### config.mk
export PLATFORM = sky130hd
export DESIGN_NAME = sync_serial_port
export DESIGN_NICKNAME = d
export VERILOG_FILES = /design/src/sync_serial_pkg.sv /design/src/serial_word_fifo.sv /design/src/sync_serial_port.sv
export SDC_FILE = /design/constraint.sdc
export NUM_CORES = 1
export LEC_CHECK = 0
export BUFFER_PORTS_ARGS = -buffer_cell sky130_fd_sc_hd__buf_2
export CELL_PAD_IN_SITES_DETAIL_PLACEMENT = 0
export CELL_PAD_IN_SITES_GLOBAL_PLACEMENT = 1
export CORE_ASPECT_RATIO = 1.5
export CORE_UTILIZATION = 55
export DETAILED_ROUTE_END_ITERATION = 10
export GPL_ROUTABILITY_DRIVEN = 0
export HOLD_SLACK_MARGIN = 0.03
export PLACE_DENSITY = 0.83
export SLEW_MARGIN = 20
export SYNTH_ARGS = -nofsm -noshare
export SYNTH_HDL_FRONTEND = slang
export SYNTH_SLANG_ARGS = --single-unit
### constraint.sdc
create_clock -name core_clk_in -period 7.3 [get_ports core_clk_in]
set_input_delay 0 -clock core_clk_in [delete_from_list [all_inputs] [get_ports core_clk_in]]
set_output_delay 0 -clock core_clk_in [all_outputs]
set_load 0.05 [all_outputs]
### src/sync_serial_pkg.sv
// Constants, register map and carrier types of the synchronous serial port.
// Assumes a single 200 MHz system clock; nothing else.
`default_nettype none

package sync_serial_pkg;
	// ==========================================================
	// Register offsets (byte addresses)
	localparam logic [11:0] CTRL0_OFFSET = 12'h000;
	localparam logic [11:0] CTRL1_OFFSET = 12'h004;
	localparam logic [11:0] DATA_OFFSET = 12'h008;
	localparam logic [11:0] STATUS_OFFSET = 12'h00C;
	localparam logic [31:0] CTRL0_RESET = 32'h0000_0000;
	localparam logic [31:0] CTRL1_RESET = 32'h0000_0000;

	// ==========================================================
	// Field positions
	localparam int CTRL1_LOOPBACK_BIT = 0;
	localparam int CTRL1_ENABLE_BIT = 1;
	localparam int CTRL1_ROLE_BIT = 2;
	localparam int CTRL1_SOD_BIT = 3;
	localparam int CTRL0_SIZE_LSB = 0;
	localparam int CTRL0_CMD_BIT = 4;
	localparam int CTRL0_DIV_LSB = 8;
	localparam int STATUS_TX_EMPTY_BIT = 0;
	localparam int STATUS_TX_NOT_FULL_BIT = 1;
	localparam int STATUS_RX_NOT_EMPTY_BIT = 2;
	localparam int STATUS_RX_FULL_BIT = 3;
	localparam int STATUS_BUSY_BIT = 4;

	// ==========================================================
	// Sizes
	localparam int WORD_W = 16;
	localparam int FIFO_DEPTH = 8;
	localparam int FIFO_PTR_W = 3;
	localparam logic [4:0] CMD_BITS = 5'h08;
	localparam logic [3:0] MIN_SIZE_CODE = 4'h3;
	localparam logic [4:0] MIN_SIZE_BITS = 5'h04;
	localparam logic [1:0] RESP_OKAY = 2'h0;
	localparam logic [1:0] RESP_SLVERR = 2'h2;

	// ==========================================================
	// Carriers
	typedef struct packed {
		logic slave_tx_output_disable;
		logic role_select_slave;
		logic port_enable_bit;
		logic internal_loopback;
	} ctrl1_t;

	typedef struct packed {
		logic [7:0] clk_div;
		logic cmd_frame;
		logic [3:0] size_code;
	} ctrl0_t;

	typedef enum {ENG_IDLE, ENG_SHIFT, ENG_TAIL, ENG_GAP} eng_state_t;
endpackage

`default_nettype wire

### src/serial_word_fifo.sv
// Word FIFO used for the transmit and receive queues.
// Assumes the caller never pushes when full nor pops when empty.
`default_nettype none

module serial_word_fifo (
	input wire logic core_clk_in,
	input wire logic rst_in,
	input wire logic push_in,
	input wire logic [sync_serial_pkg::WORD_W-1:0] push_data_in,
	input wire logic pop_in,
	output logic [sync_serial_pkg::WORD_W-1:0] head_out,
	output logic empty_out,
	output logic full_out
);
	// ==========================================================
	// Storage and pointers
	logic [sync_serial_pkg::WORD_W-1:0] mem [sync_serial_pkg::FIFO_DEPTH];
	logic [sync_serial_pkg::FIFO_PTR_W:0] wr_ptr;
	logic [sync_serial_pkg::FIFO_PTR_W:0] rd_ptr;
	logic [sync_serial_pkg::FIFO_PTR_W:0] next_wr_ptr;
	logic [sync_serial_pkg::FIFO_PTR_W:0] next_rd_ptr;

	always_comb begin
		next_wr_ptr = wr_ptr;
		next_rd_ptr = rd_ptr;
		if (push_in) begin
			next_wr_ptr = wr_ptr + 1'b1;
		end
		if (pop_in) begin
			next_rd_ptr = rd_ptr + 1'b1;
		end
	end

	always_ff @(posedge core_clk_in or posedge rst_in) begin
		if (rst_in) begin
			wr_ptr <= '0;
			rd_ptr <= '0;
		end else begin
			wr_ptr <= next_wr_ptr;
			rd_ptr <= next_rd_ptr;
		end
	end

	// Storage has no reset; contents before the first push are never read
	always_ff @(posedge core_clk_in) begin
		if (push_in) begin
			mem[wr_ptr[sync_serial_pkg::FIFO_PTR_W-1:0]] <= push_data_in;
		end
	end

	assign head_out = mem[rd_ptr[sync_serial_pkg::FIFO_PTR_W-1:0]];
	assign empty_out = (wr_ptr == rd_ptr);
	assign full_out = (wr_ptr[sync_serial_pkg::FIFO_PTR_W-1:0] ==
		rd_ptr[sync_serial_pkg::FIFO_PTR_W-1:0]) &&
		(wr_ptr[sync_serial_pkg::FIFO_PTR_W] != rd_ptr[sync_serial_pkg::FIFO_PTR_W]);
endmodule

`default_nettype wire

### src/sync_serial_port.sv
// Synchronous serial port: control registers, data port, FIFOs, shift engine.
// Assumes an AXI4-Lite master on the system clock and external serial pins.
//
// Summary of operation
// RULE1: Slave role with output disable set leaves the transmit pin undriven.
// RULE2: Output disable only matters in slave role; master ignores it.
// RULE3: Role bit 2 selects master at 0, slave at 1; resets to master.
// RULE4: Software changes role only while the port is disabled.
// RULE5: Enable bit 1 starts serial operation at 1, halts it at 0.
// RULE6: Software disables the port before rewriting control registers.
// RULE7: Loopback bit 0 feeds transmit shifter output into receive shifter.
// RULE8: Data port carries 16 bits in 15:0; upper bits reserved.
// RULE9: Reading the data port returns and removes the receive FIFO head.
// RULE10: Writing the data port stores the value into the transmit FIFO.
// RULE11: Each received word is written into the receive FIFO.
// RULE12: Transmit logic loads one FIFO word into the shifter and shifts it out.
// RULE13: Short words are right-justified; unused upper transmit bits are dropped.
// RULE14: Short received words are stored right-justified.
// RULE15: Command frame format sends only the low byte of each word.
// RULE16: Command frame format receives words of the programmed data size.
// RULE17: Disabling the port never flushes either FIFO.
// RULE18: Reserved bits read undefined (zero here); software preserves them.
// RULE19: In loopback the external receive pin is ignored.
// RULE20: While disabled no frame starts; clock and transmit pin sit idle.
//
// The AXI4-Lite slave port is this design's own decision.
`default_nettype none

module sync_serial_port (
	input wire logic core_clk_in,
	input wire logic rst_in,
	input wire logic [11:0] s_axi_awaddr_in,
	input wire logic s_axi_awvalid_in,
	output logic s_axi_awready_out,
	input wire logic [31:0] s_axi_wdata_in,
	input wire logic [3:0] s_axi_wstrb_in,
	input wire logic s_axi_wvalid_in,
	output logic s_axi_wready_out,
	output logic [1:0] s_axi_bresp_out,
	output logic s_axi_bvalid_out,
	input wire logic s_axi_bready_in,
	input wire logic [11:0] s_axi_araddr_in,
	input wire logic s_axi_arvalid_in,
	output logic s_axi_arready_out,
	output logic [31:0] s_axi_rdata_out,
	output logic [1:0] s_axi_rresp_out,
	output logic s_axi_rvalid_out,
	input wire logic s_axi_rready_in,
	output logic serial_clk_out,
	input wire logic serial_clk_in,
	output logic frame_sel_n_out,
	input wire logic frame_sel_n_in,
	output logic serial_tx_pin_out,
	output logic serial_tx_pin_oe_n_out,
	input wire logic serial_rx_in
);
	// ==========================================================
	// Register file and AXI4-Lite slave
	sync_serial_pkg::ctrl0_t ctrl0, next_ctrl0;
	sync_serial_pkg::ctrl1_t ctrl1, next_ctrl1;
	logic aw_held, next_aw_held;
	logic w_held, next_w_held;
	logic [11:0] aw_addr, next_aw_addr;
	logic [31:0] w_data, next_w_data;
	logic [3:0] w_strb, next_w_strb;
	logic awready, next_awready;
	logic wready, next_wready;
	logic bvalid, next_bvalid;
	logic [1:0] bresp, next_bresp;
	logic arready, next_arready;
	logic rvalid, next_rvalid;
	logic [31:0] rdata, next_rdata;
	logic [1:0] rresp, next_rresp;
	logic tx_push;
	logic rx_pop;
	logic [15:0] tx_head, rx_head;
	logic tx_empty, tx_full, rx_empty, rx_full;
	logic busy;
	sync_serial_pkg::eng_state_t state, next_state;

	always_comb begin
		next_ctrl0 = ctrl0;
		next_ctrl1 = ctrl1;
		next_aw_held = aw_held;
		next_w_held = w_held;
		next_aw_addr = aw_addr;
		next_w_data = w_data;
		next_w_strb = w_strb;
		next_bvalid = bvalid;
		next_bresp = bresp;
		next_rvalid = rvalid;
		next_rdata = rdata;
		next_rresp = rresp;
		tx_push = 1'b0;
		rx_pop = 1'b0;
		if (s_axi_awvalid_in && awready) begin
			next_aw_held = 1'b1;
			next_aw_addr = s_axi_awaddr_in;
		end
		if (s_axi_wvalid_in && wready) begin
			next_w_held = 1'b1;
			next_w_data = s_axi_wdata_in;
			next_w_strb = s_axi_wstrb_in;
		end
		if (bvalid && s_axi_bready_in) begin
			next_bvalid = 1'b0;
		end
		if (aw_held && w_held && !bvalid) begin
			next_aw_held = 1'b0;
			next_w_held = 1'b0;
			next_bvalid = 1'b1;
			next_bresp = sync_serial_pkg::RESP_OKAY;
			unique case ({aw_addr[11:2], 2'b00})
				sync_serial_pkg::CTRL0_OFFSET: begin
					if (w_strb[0]) begin
						next_ctrl0.cmd_frame = w_data[sync_serial_pkg::CTRL0_CMD_BIT];
						next_ctrl0.size_code = w_data[sync_serial_pkg::CTRL0_SIZE_LSB+:4];
					end
					if (w_strb[1]) begin
						next_ctrl0.clk_div = w_data[sync_serial_pkg::CTRL0_DIV_LSB+:8];
					end
				end
				sync_serial_pkg::CTRL1_OFFSET: begin
					if (w_strb[0]) begin
						next_ctrl1.slave_tx_output_disable = w_data[sync_serial_pkg::CTRL1_SOD_BIT];
						next_ctrl1.role_select_slave = w_data[sync_serial_pkg::CTRL1_ROLE_BIT]; // see RULE3
						next_ctrl1.port_enable_bit = w_data[sync_serial_pkg::CTRL1_ENABLE_BIT];
						next_ctrl1.internal_loopback = w_data[sync_serial_pkg::CTRL1_LOOPBACK_BIT];
					end
				end
				sync_serial_pkg::DATA_OFFSET: begin
					// A write to a full queue is dropped rather than overwriting the oldest word
					tx_push = !tx_full; // see RULE10
				end
				sync_serial_pkg::STATUS_OFFSET: begin
				end
				default: begin
					next_bresp = sync_serial_pkg::RESP_SLVERR;
				end
			endcase
		end
		if (rvalid && s_axi_rready_in) begin
			next_rvalid = 1'b0;
		end
		if (s_axi_arvalid_in && arready) begin
			next_rvalid = 1'b1;
			next_rresp = sync_serial_pkg::RESP_OKAY;
			next_rdata = 32'h0000_0000; // see RULE18
			unique case ({s_axi_araddr_in[11:2], 2'b00})
				sync_serial_pkg::CTRL0_OFFSET: begin
					next_rdata[sync_serial_pkg::CTRL0_DIV_LSB+:8] = ctrl0.clk_div;
					next_rdata[sync_serial_pkg::CTRL0_CMD_BIT] = ctrl0.cmd_frame;
					next_rdata[sync_serial_pkg::CTRL0_SIZE_LSB+:4] = ctrl0.size_code;
				end
				sync_serial_pkg::CTRL1_OFFSET: begin
					next_rdata[3:0] = ctrl1;
				end
				sync_serial_pkg::DATA_OFFSET: begin
					// Empty queue reads as zero and pops nothing
					next_rdata[15:0] = rx_empty ? 16'h0000 : rx_head; // see RULE8
					rx_pop = !rx_empty; // see RULE9
				end
				sync_serial_pkg::STATUS_OFFSET: begin
					next_rdata[sync_serial_pkg::STATUS_TX_EMPTY_BIT] = tx_empty;
					next_rdata[sync_serial_pkg::STATUS_TX_NOT_FULL_BIT] = !tx_full;
					next_rdata[sync_serial_pkg::STATUS_RX_NOT_EMPTY_BIT] = !rx_empty;
					next_rdata[sync_serial_pkg::STATUS_RX_FULL_BIT] = rx_full;
					next_rdata[sync_serial_pkg::STATUS_BUSY_BIT] = busy;
				end
				default: begin
					next_rresp = sync_serial_pkg::RESP_SLVERR;
				end
			endcase
		end
		next_awready = !next_aw_held;
		next_wready = !next_w_held;
		next_arready = !next_rvalid;
	end

	always_ff @(posedge core_clk_in or posedge rst_in) begin
		if (rst_in) begin
			ctrl0 <= sync_serial_pkg::CTRL0_RESET[12:0];
			ctrl1 <= sync_serial_pkg::CTRL1_RESET[3:0];
			aw_held <= 1'b0;
			w_held <= 1'b0;
			aw_addr <= 12'h000;
			w_data <= 32'h0000_0000;
			w_strb <= 4'h0;
			awready <= 1'b1;
			wready <= 1'b1;
			bvalid <= 1'b0;
			bresp <= 2'h0;
			arready <= 1'b1;
			rvalid <= 1'b0;
			rdata <= 32'h0000_0000;
			rresp <= 2'h0;
		end else begin
			ctrl0 <= next_ctrl0;
			ctrl1 <= next_ctrl1;
			aw_held <= next_aw_held;
			w_held <= next_w_held;
			aw_addr <= next_aw_addr;
			w_data <= next_w_data;
			w_strb <= next_w_strb;
			awready <= next_awready;
			wready <= next_wready;
			bvalid <= next_bvalid;
			bresp <= next_bresp;
			arready <= next_arready;
			rvalid <= next_rvalid;
			rdata <= next_rdata;
			rresp <= next_rresp;
		end
	end

	assign s_axi_awready_out = awready;
	assign s_axi_wready_out = wready;
	assign s_axi_bvalid_out = bvalid;
	assign s_axi_bresp_out = bresp;
	assign s_axi_arready_out = arready;
	assign s_axi_rvalid_out = rvalid;
	assign s_axi_rdata_out = rdata;
	assign s_axi_rresp_out = rresp;

	// ==========================================================
	// Queues, never flushed by the enable bit
	logic tx_pop, rx_push;
	logic [15:0] rx_push_data;

	serial_word_fifo tx_fifo ( // see RULE17
		.core_clk_in(core_clk_in),
		.rst_in(rst_in),
		.push_in(tx_push),
		.push_data_in(w_data[15:0]),
		.pop_in(tx_pop),
		.head_out(tx_head),
		.empty_out(tx_empty),
		.full_out(tx_full)
	);

	serial_word_fifo rx_fifo (
		.core_clk_in(core_clk_in),
		.rst_in(rst_in),
		.push_in(rx_push),
		.push_data_in(rx_push_data),
		.pop_in(rx_pop),
		.head_out(rx_head),
		.empty_out(rx_empty),
		.full_out(rx_full)
	);

	// ==========================================================
	// Pin synchronisers; stage one feeds only stage two
	logic [2:0] sclk_sync, fsel_sync;
	logic [1:0] rx_sync;

	always_ff @(posedge core_clk_in or posedge rst_in) begin
		if (rst_in) begin
			sclk_sync <= 3'h0;
			fsel_sync <= 3'h7;
			rx_sync <= 2'h0;
		end else begin
			sclk_sync <= {sclk_sync[1:0], serial_clk_in};
			fsel_sync <= {fsel_sync[1:0], frame_sel_n_in};
			rx_sync <= {rx_sync[0], serial_rx_in};
		end
	end

	// ==========================================================
	// Shift engine
	logic [15:0] tx_sh, next_tx_sh;
	logic [15:0] rx_sh, next_rx_sh;
	logic [4:0] bit_cnt, next_bit_cnt;
	logic [7:0] half_cnt, next_half_cnt;
	logic sclk, next_sclk;
	logic fsel_n, next_fsel_n;
	logic tx_out, next_tx_out;
	logic tx_oe_n, next_tx_oe_n;
	logic [4:0] size_bits, total_bits;
	logic [15:0] size_mask;
	logic slave, tick, rise_ev, fall_ev, rx_bit, s_rise, s_fall, s_start, s_end;

	always_comb begin
		slave = ctrl1.role_select_slave;
		size_bits = (ctrl0.size_code < sync_serial_pkg::MIN_SIZE_CODE) ?
			sync_serial_pkg::MIN_SIZE_BITS : {1'b0, ctrl0.size_code} + 5'h01;
		size_mask = 16'hFFFF >> (5'h10 - size_bits); // see RULE14
		total_bits = ctrl0.cmd_frame ? sync_serial_pkg::CMD_BITS + size_bits : size_bits; // see RULE16
		s_rise = sclk_sync[1] && !sclk_sync[2];
		s_fall = !sclk_sync[1] && sclk_sync[2];
		s_start = !fsel_sync[1] && fsel_sync[2];
		s_end = fsel_sync[1];
		tick = (half_cnt == 8'h00);
		rise_ev = slave ? s_rise : (tick && !sclk);
		fall_ev = slave ? s_fall : (tick && sclk);
		// Loopback masks the pin so a floating line cannot corrupt the self test
		rx_bit = ctrl1.internal_loopback ? tx_sh[15] : rx_sync[1]; // see RULE7, RULE19
		next_state = state;
		next_tx_sh = tx_sh;
		next_rx_sh = rx_sh;
		next_bit_cnt = bit_cnt;
		next_half_cnt = tick ? ctrl0.clk_div : half_cnt - 8'h01;
		next_sclk = sclk;
		next_fsel_n = fsel_n;
		tx_pop = 1'b0;
		rx_push = 1'b0;
		rx_push_data = 16'h0000;
		unique case (state)
			sync_serial_pkg::ENG_IDLE: begin
				next_sclk = 1'b0;
				next_fsel_n = 1'b1;
				if (ctrl1.port_enable_bit && (slave ? s_start : !tx_empty)) begin // see RULE5
					tx_pop = !tx_empty; // see RULE12
					if (tx_empty) begin
						next_tx_sh = 16'h0000;
					end else if (ctrl0.cmd_frame) begin
						next_tx_sh = {tx_head[7:0], 8'h00}; // see RULE15
					end else begin
						next_tx_sh = tx_head << (5'h10 - size_bits); // see RULE13
					end
					next_rx_sh = 16'h0000;
					next_bit_cnt = 5'h00;
					next_half_cnt = ctrl0.clk_div;
					next_fsel_n = slave;
					next_state = sync_serial_pkg::ENG_SHIFT;
				end
			end
			sync_serial_pkg::ENG_SHIFT: begin
				if (!slave && tick) begin
					next_sclk = !sclk;
				end
				if (rise_ev) begin
					next_rx_sh = {rx_sh[14:0], rx_bit};
					next_bit_cnt = bit_cnt + 5'h01;
					if (next_bit_cnt == total_bits) begin
						// Overrun drops the new word; the queue keeps its older ones
						rx_push = !rx_full; // see RULE11
						rx_push_data = next_rx_sh & size_mask; // see RULE14
						next_state = slave ? sync_serial_pkg::ENG_GAP : sync_serial_pkg::ENG_TAIL;
					end
				end else if (fall_ev) begin
					next_tx_sh = {tx_sh[14:0], 1'b0};
				end
				if (slave && s_end) begin
					next_state = sync_serial_pkg::ENG_IDLE;
				end
			end
			sync_serial_pkg::ENG_TAIL: begin
				if (tick) begin
					next_sclk = 1'b0;
					next_state = sync_serial_pkg::ENG_GAP;
				end
			end
			sync_serial_pkg::ENG_GAP: begin
				if (slave ? s_end : tick) begin
					next_fsel_n = 1'b1;
					next_state = sync_serial_pkg::ENG_IDLE;
				end
			end
		endcase
		if (!ctrl1.port_enable_bit) begin
			// Halting mid frame abandons the word in the shifter
			next_state = sync_serial_pkg::ENG_IDLE; // see RULE20
			next_sclk = 1'b0;
			next_fsel_n = 1'b1;
		end
		next_tx_out = (next_state == sync_serial_pkg::ENG_SHIFT ||
			next_state == sync_serial_pkg::ENG_TAIL) ? next_tx_sh[15] : 1'b0; // see RULE20
		next_tx_oe_n = slave && (ctrl1.slave_tx_output_disable || !ctrl1.port_enable_bit); // see RULE1, RULE2
	end

	always_ff @(posedge core_clk_in or posedge rst_in) begin
		if (rst_in) begin
			state <= sync_serial_pkg::ENG_IDLE;
			tx_sh <= 16'h0000;
			rx_sh <= 16'h0000;
			bit_cnt <= 5'h00;
			half_cnt <= 8'h00;
			sclk <= 1'b0;
			fsel_n <= 1'b1;
			tx_out <= 1'b0;
			tx_oe_n <= 1'b0;
		end else begin
			state <= next_state;
			tx_sh <= next_tx_sh;
			rx_sh <= next_rx_sh;
			bit_cnt <= next_bit_cnt;
			half_cnt <= next_half_cnt;
			sclk <= next_sclk;
			fsel_n <= next_fsel_n;
			tx_out <= next_tx_out;
			tx_oe_n <= next_tx_oe_n;
		end
	end

	assign busy = (state != sync_serial_pkg::ENG_IDLE) || !tx_empty;
	assign serial_clk_out = sclk;
	assign frame_sel_n_out = fsel_n;
	assign serial_tx_pin_out = tx_out;
	assign serial_tx_pin_oe_n_out = tx_oe_n;
endmodule

`default_nettype wire

==> flow_results.org <==
** Layout
- Area growth from synthesis to final layout :: 13.89%
- For this run, the share of the core covered by cells in the final layout is 0.6393.
- Most common cell after layout, fill and taps aside :: sky130_fd_sc_hd__edfxtp_1
- 0 antenna diodes ended up in the layout.
- Commonest cells after routing, fill and taps aside :: 256 x sky130_fd_sc_hd__edfxtp_1, 165 x sky130_fd_sc_hd__dfrtp_1, 113 x sky130_fd_sc_hd__nand2_1, 74 x sky130_fd_sc_hd__buf_2, 63 x sky130_fd_sc_hd__nor2_1
- Share of cells above drive strength 1 :: 0.2165
- # nets final :: ~1500

** Floorplan
- Number of placed I/O pins :: around 120
- Die Outline Area :: between 30000 and 40000 µm²
- Vertical die dimension :: between 200 and 250 µm
- Floorplan core area :: roughly 33000 µm²
- Row generation in the floorplan step produced 81 rows.
- Starting Density :: 0.5613
- The floorplan step set the die width to 151.5 µm.

** Clock tree
- Clk_lat worst skew :: between 0.5 and 0.6 ns
- Buffer cell driving the clock tree root :: sky130_fd_sc_hd__clkbuf_16
- TritonCTS built the clock tree.
- Maximum level of the CTS H-tree :: 2
- Maximum count of clock buffers along a single path :: 3
- The tree built by TritonCTS fans out to 430 sinks.
- Clock slew seen by the registers of the worst setup and hold paths :: about 0.07 ns
- In this run, post-CTS hold repair placed 43 buffers.
- Post-CTS timing repair inserted 0 buffers for setup.
- Gates resized, CTS repair :: 0
- Total CTS buffers :: just over 40

** Synthesis
- Of the total synthesized cell area, the portion taken by XOR and XNOR cells is 0.01643.
- Proportion of synthesized flip-flops having asynchronous set or reset :: 0.4047
- The synthesized design contains about 260 enable-type register cells.
- The most used flip-flop cell after synthesis is sky130_fd_sc_hd__edfxtp_1.
- Number of unique standard cell types used by synthesis :: slightly below 70
- Yosys reg bits :: 430
- Netlist area before placement :: 18430 µm²
- Of the synthesized area, sequential elements account for 0.6537.
- Of the total synthesized cell area, the portion taken by full adders, half adders and majority gates is 0.008146.
- Share of cell area taken by muxes after synthesis :: 0.1450
- By area, the combinational part of the netlist is dominated by multiplexers.
- Synthesized-area fraction occupied by and/or/nand/nor cells :: 0.09428
- Synthesis produced a netlist whose cell count is ~1300.
- The fraction of the mapped netlist area in compound gates is 0.05471.
- Synthesis warning total :: 0
- Synthesized area per cell :: 14.43 µm²

** Setup path
- At the worst endpoint, the required time is 7.56 ns.
- Data arrival time of the worst path :: slightly above 5 ns
- The setup check on the worst reg-to-reg path leaves a slack of between 2 and 2.5 ns.
- Nature of the critical path startpoint :: flip-flop
- Critical path class :: flip-flop to flip-flop
- The worst setup path is captured at a flip-flop.
- Of all nets on the critical path, the largest fanout is 20.

** Global route
- Global-route usage over all layers :: 0.2355
- The via count of the first global-routing pass was roughly 11000.
- Entering global routing, the biggest net connects 97 pins.
- Wire length of the first global-routing pass :: 60.10 mm
- The initial antenna violation count came to 0.
- Grt ovf :: 0

** Worst hold path
- Min-delay worst type :: input port to flip-flop

** Pwr
- Leakage power figure :: between 0.007 and 0.008 µW
- For this design the ratio of total power to cell area is about 270 nW/µm².
- Overall power :: between 5000 and 6000 µW
- The worst-case IR drop observed on VDD is approximately 0.25 mV.

** Timing
- The number of pins exceeding their max-slew limit in the final report came to 0.
- Finish-stage setup viols :: 0
- Part of the cycle the worst path needs :: 0.6628
- For the pin with the worst max-slew slack, the measured transition is 1.039 ns.
- After layout, the worst setup slack is between 2 and 2.5 ns.
- Setup repair after global routing left no endpoint under its margin.
- Setup total negative slack on the finished layout was measured at 0 ns.
- The worst pin sits at a relative slew slack of 0.3021.
- The number of hold-slack violations in the final timing report came to 0.
- Clock period minus worst slack :: just under 5 ns
- Post-route worst hold slack :: ~0.065 ns
- Max Clock Skew :: roughly 0.022 ns
- Based on the critical path, the design can be clocked at up to a little over 200 MHz.

** Route
- DRC violation total after the first TritonRoute iteration :: ~530
- Once detail routing completed, the nets flagged for antenna violations numbered 0.
- Dividing the detail-routed via count by the number of cells gives about 5.8.
- Via count :: approximately 11000
- After detailed routing, the total wire length is around 38 mm.
- For this run, design rule violations remaining after detail routing come to 0.
- For this run, the detailed router's first-pass iteration total came to 5.
- After detailed routing, the average wire length per cell comes to around 21 µm.

** Placed design
- Timing analysis after detailed placement gives a worst setup slack of ~2.6 ns.
- Number of input and output port buffers inserted :: 74
- Detailed placement ended at an HPWL of 25.15 mm.

** Job
- The tool flagged a number of max-cap violations equal to 0.

** Outcome
- The flow ran to the end, and the final reports show no timing, DRC or antenna violations.
[routing by layer]
metal	part of all wire	track usage
met3	0.038	0.03333
met4	0.042	0.1077
met1	0.39	0.2749
met5	0	0
met2	0.53	0.4233
[worst max-delay path, stage by stage, from the launching register on]
cell	delay, ns
sky130_fd_sc_hd__dfrtp_1	0.50
sky130_fd_sc_hd__ha_1	0.33
sky130_fd_sc_hd__or3_1	0.39
sky130_fd_sc_hd__nand2_1	0.57
sky130_fd_sc_hd__ha_1	0.36
sky130_fd_sc_hd__inv_1	0.06
sky130_fd_sc_hd__ha_1	0.77
sky130_fd_sc_hd__clkinv_1	0.53
sky130_fd_sc_hd__nor2_1	0.37
sky130_fd_sc_hd__o21ai_0	0.14
sky130_fd_sc_hd__nor2_1	0.50
[flip-flops by register name, indices dropped and copies added, names as in the netlist, 4 cells and up]
name / cells
tx_fifo.rd_ptr: 4
tx_fifo.mem: 128
w_data: 16
tx_fifo.wr_ptr: 4
aw_addr: 10
s_axi_rdata_out: 16
bit_cnt: 5
rx_sh: 15
rx_fifo.wr_ptr: 4
ctrl0: 13
half_cnt: 8
state: 32
tx_sh: 16
rx_fifo.rd_ptr: 4
rx_fifo.mem: 128
[path summary, 6_finish.rpt]
kind,startpoint,end,cells past startpoint
worst min register to register,sclk_sync[0],sclk_sync[1],0
worst max-delay path,ctrl0[0],rx_fifo.mem[5][6],10
worst max register to register,ctrl0[0],rx_fifo.mem[5][6],10
min in group asynchronous,rst_in,aw_addr[5],3
worst min-delay path,s_axi_araddr_in[7],s_axi_rdata_out[3],5
max in group asynchronous,rst_in,rx_fifo.rd_ptr[0],4
[stage by stage]
stage,cell area (µm²),std cells
after floorplan,18500,1294
after global placement,19210,1723
after detailed placement,19210,1723
after CTS,20990,1842
after global routing,20990,1842
final,20990,1842
[cell usage after synthesis, drive strengths merged, types with 3 or more instances]
cell     count  area share
a22oi        4      0.0016
edfxtp     256        0.42
and2        33       0.011
o21a         5      0.0020
xor2        11      0.0052
inv         26      0.0053
ha          12      0.0081
nand3       37       0.010
o22ai        7      0.0024
o21ai       59       0.016
and3b        3      0.0014
mux4        62       0.076
a22o         8      0.0038
nor3        18      0.0055
a32o         5      0.0027
nor2        63       0.013
a2bb2oi      3      0.0014
dfstp        7       0.010
and3        11      0.0037
xnor2       21       0.010
mux2        60       0.037
buf         36       0.012
nor3b        6      0.0024
dfrtp      167        0.23
a21oi       43       0.012
mux2i       60       0.033
clkbuf      47      0.0096
o31ai        7      0.0029
nand2      113       0.023
nor2b        4      0.0014
nand2b       9      0.0031
o211ai       3      0.0012
nand3b       5      0.0020
or2          5      0.0018
or3          8      0.0033
nor4        17      0.0073
nand4        7      0.0024
[final cells by class]
type	count	area, µm²
sequential	430	12050
timing repair buffer	140	973.4
inverter	28	110.1
multi-input combinational	753	5984
fill	2485	11840
clock buffer	60	1201
tap	415	519.2
clock inverter	16	151.4
[kinds of logic (layout without fill, tap and decap cells)]
logic type	count (synthesis)	after routing
AOI/OAI and AO/OA	163	163
xor gates and xnor gates	33	33
adders and majority gates	12	12
buffers and inverters	111	244
DFF	430	430
muxes	182	182
other	1	18
and+or+nand+nor	345	345
[report_power, final]
| part | switching (µW) | internal (µW) | leakage [µW] | total (µW) |
|---|---|---|---|---|
| Clock | 901 | 1220 | 0.000653 | 2120 |
| Combinational | 273 | 205 | 0.00274 | 478 |
| Sequential | 201 | 2810 | 0.00433 | 3010 |
Note: power is estimated with default switching activity, not from simulation.
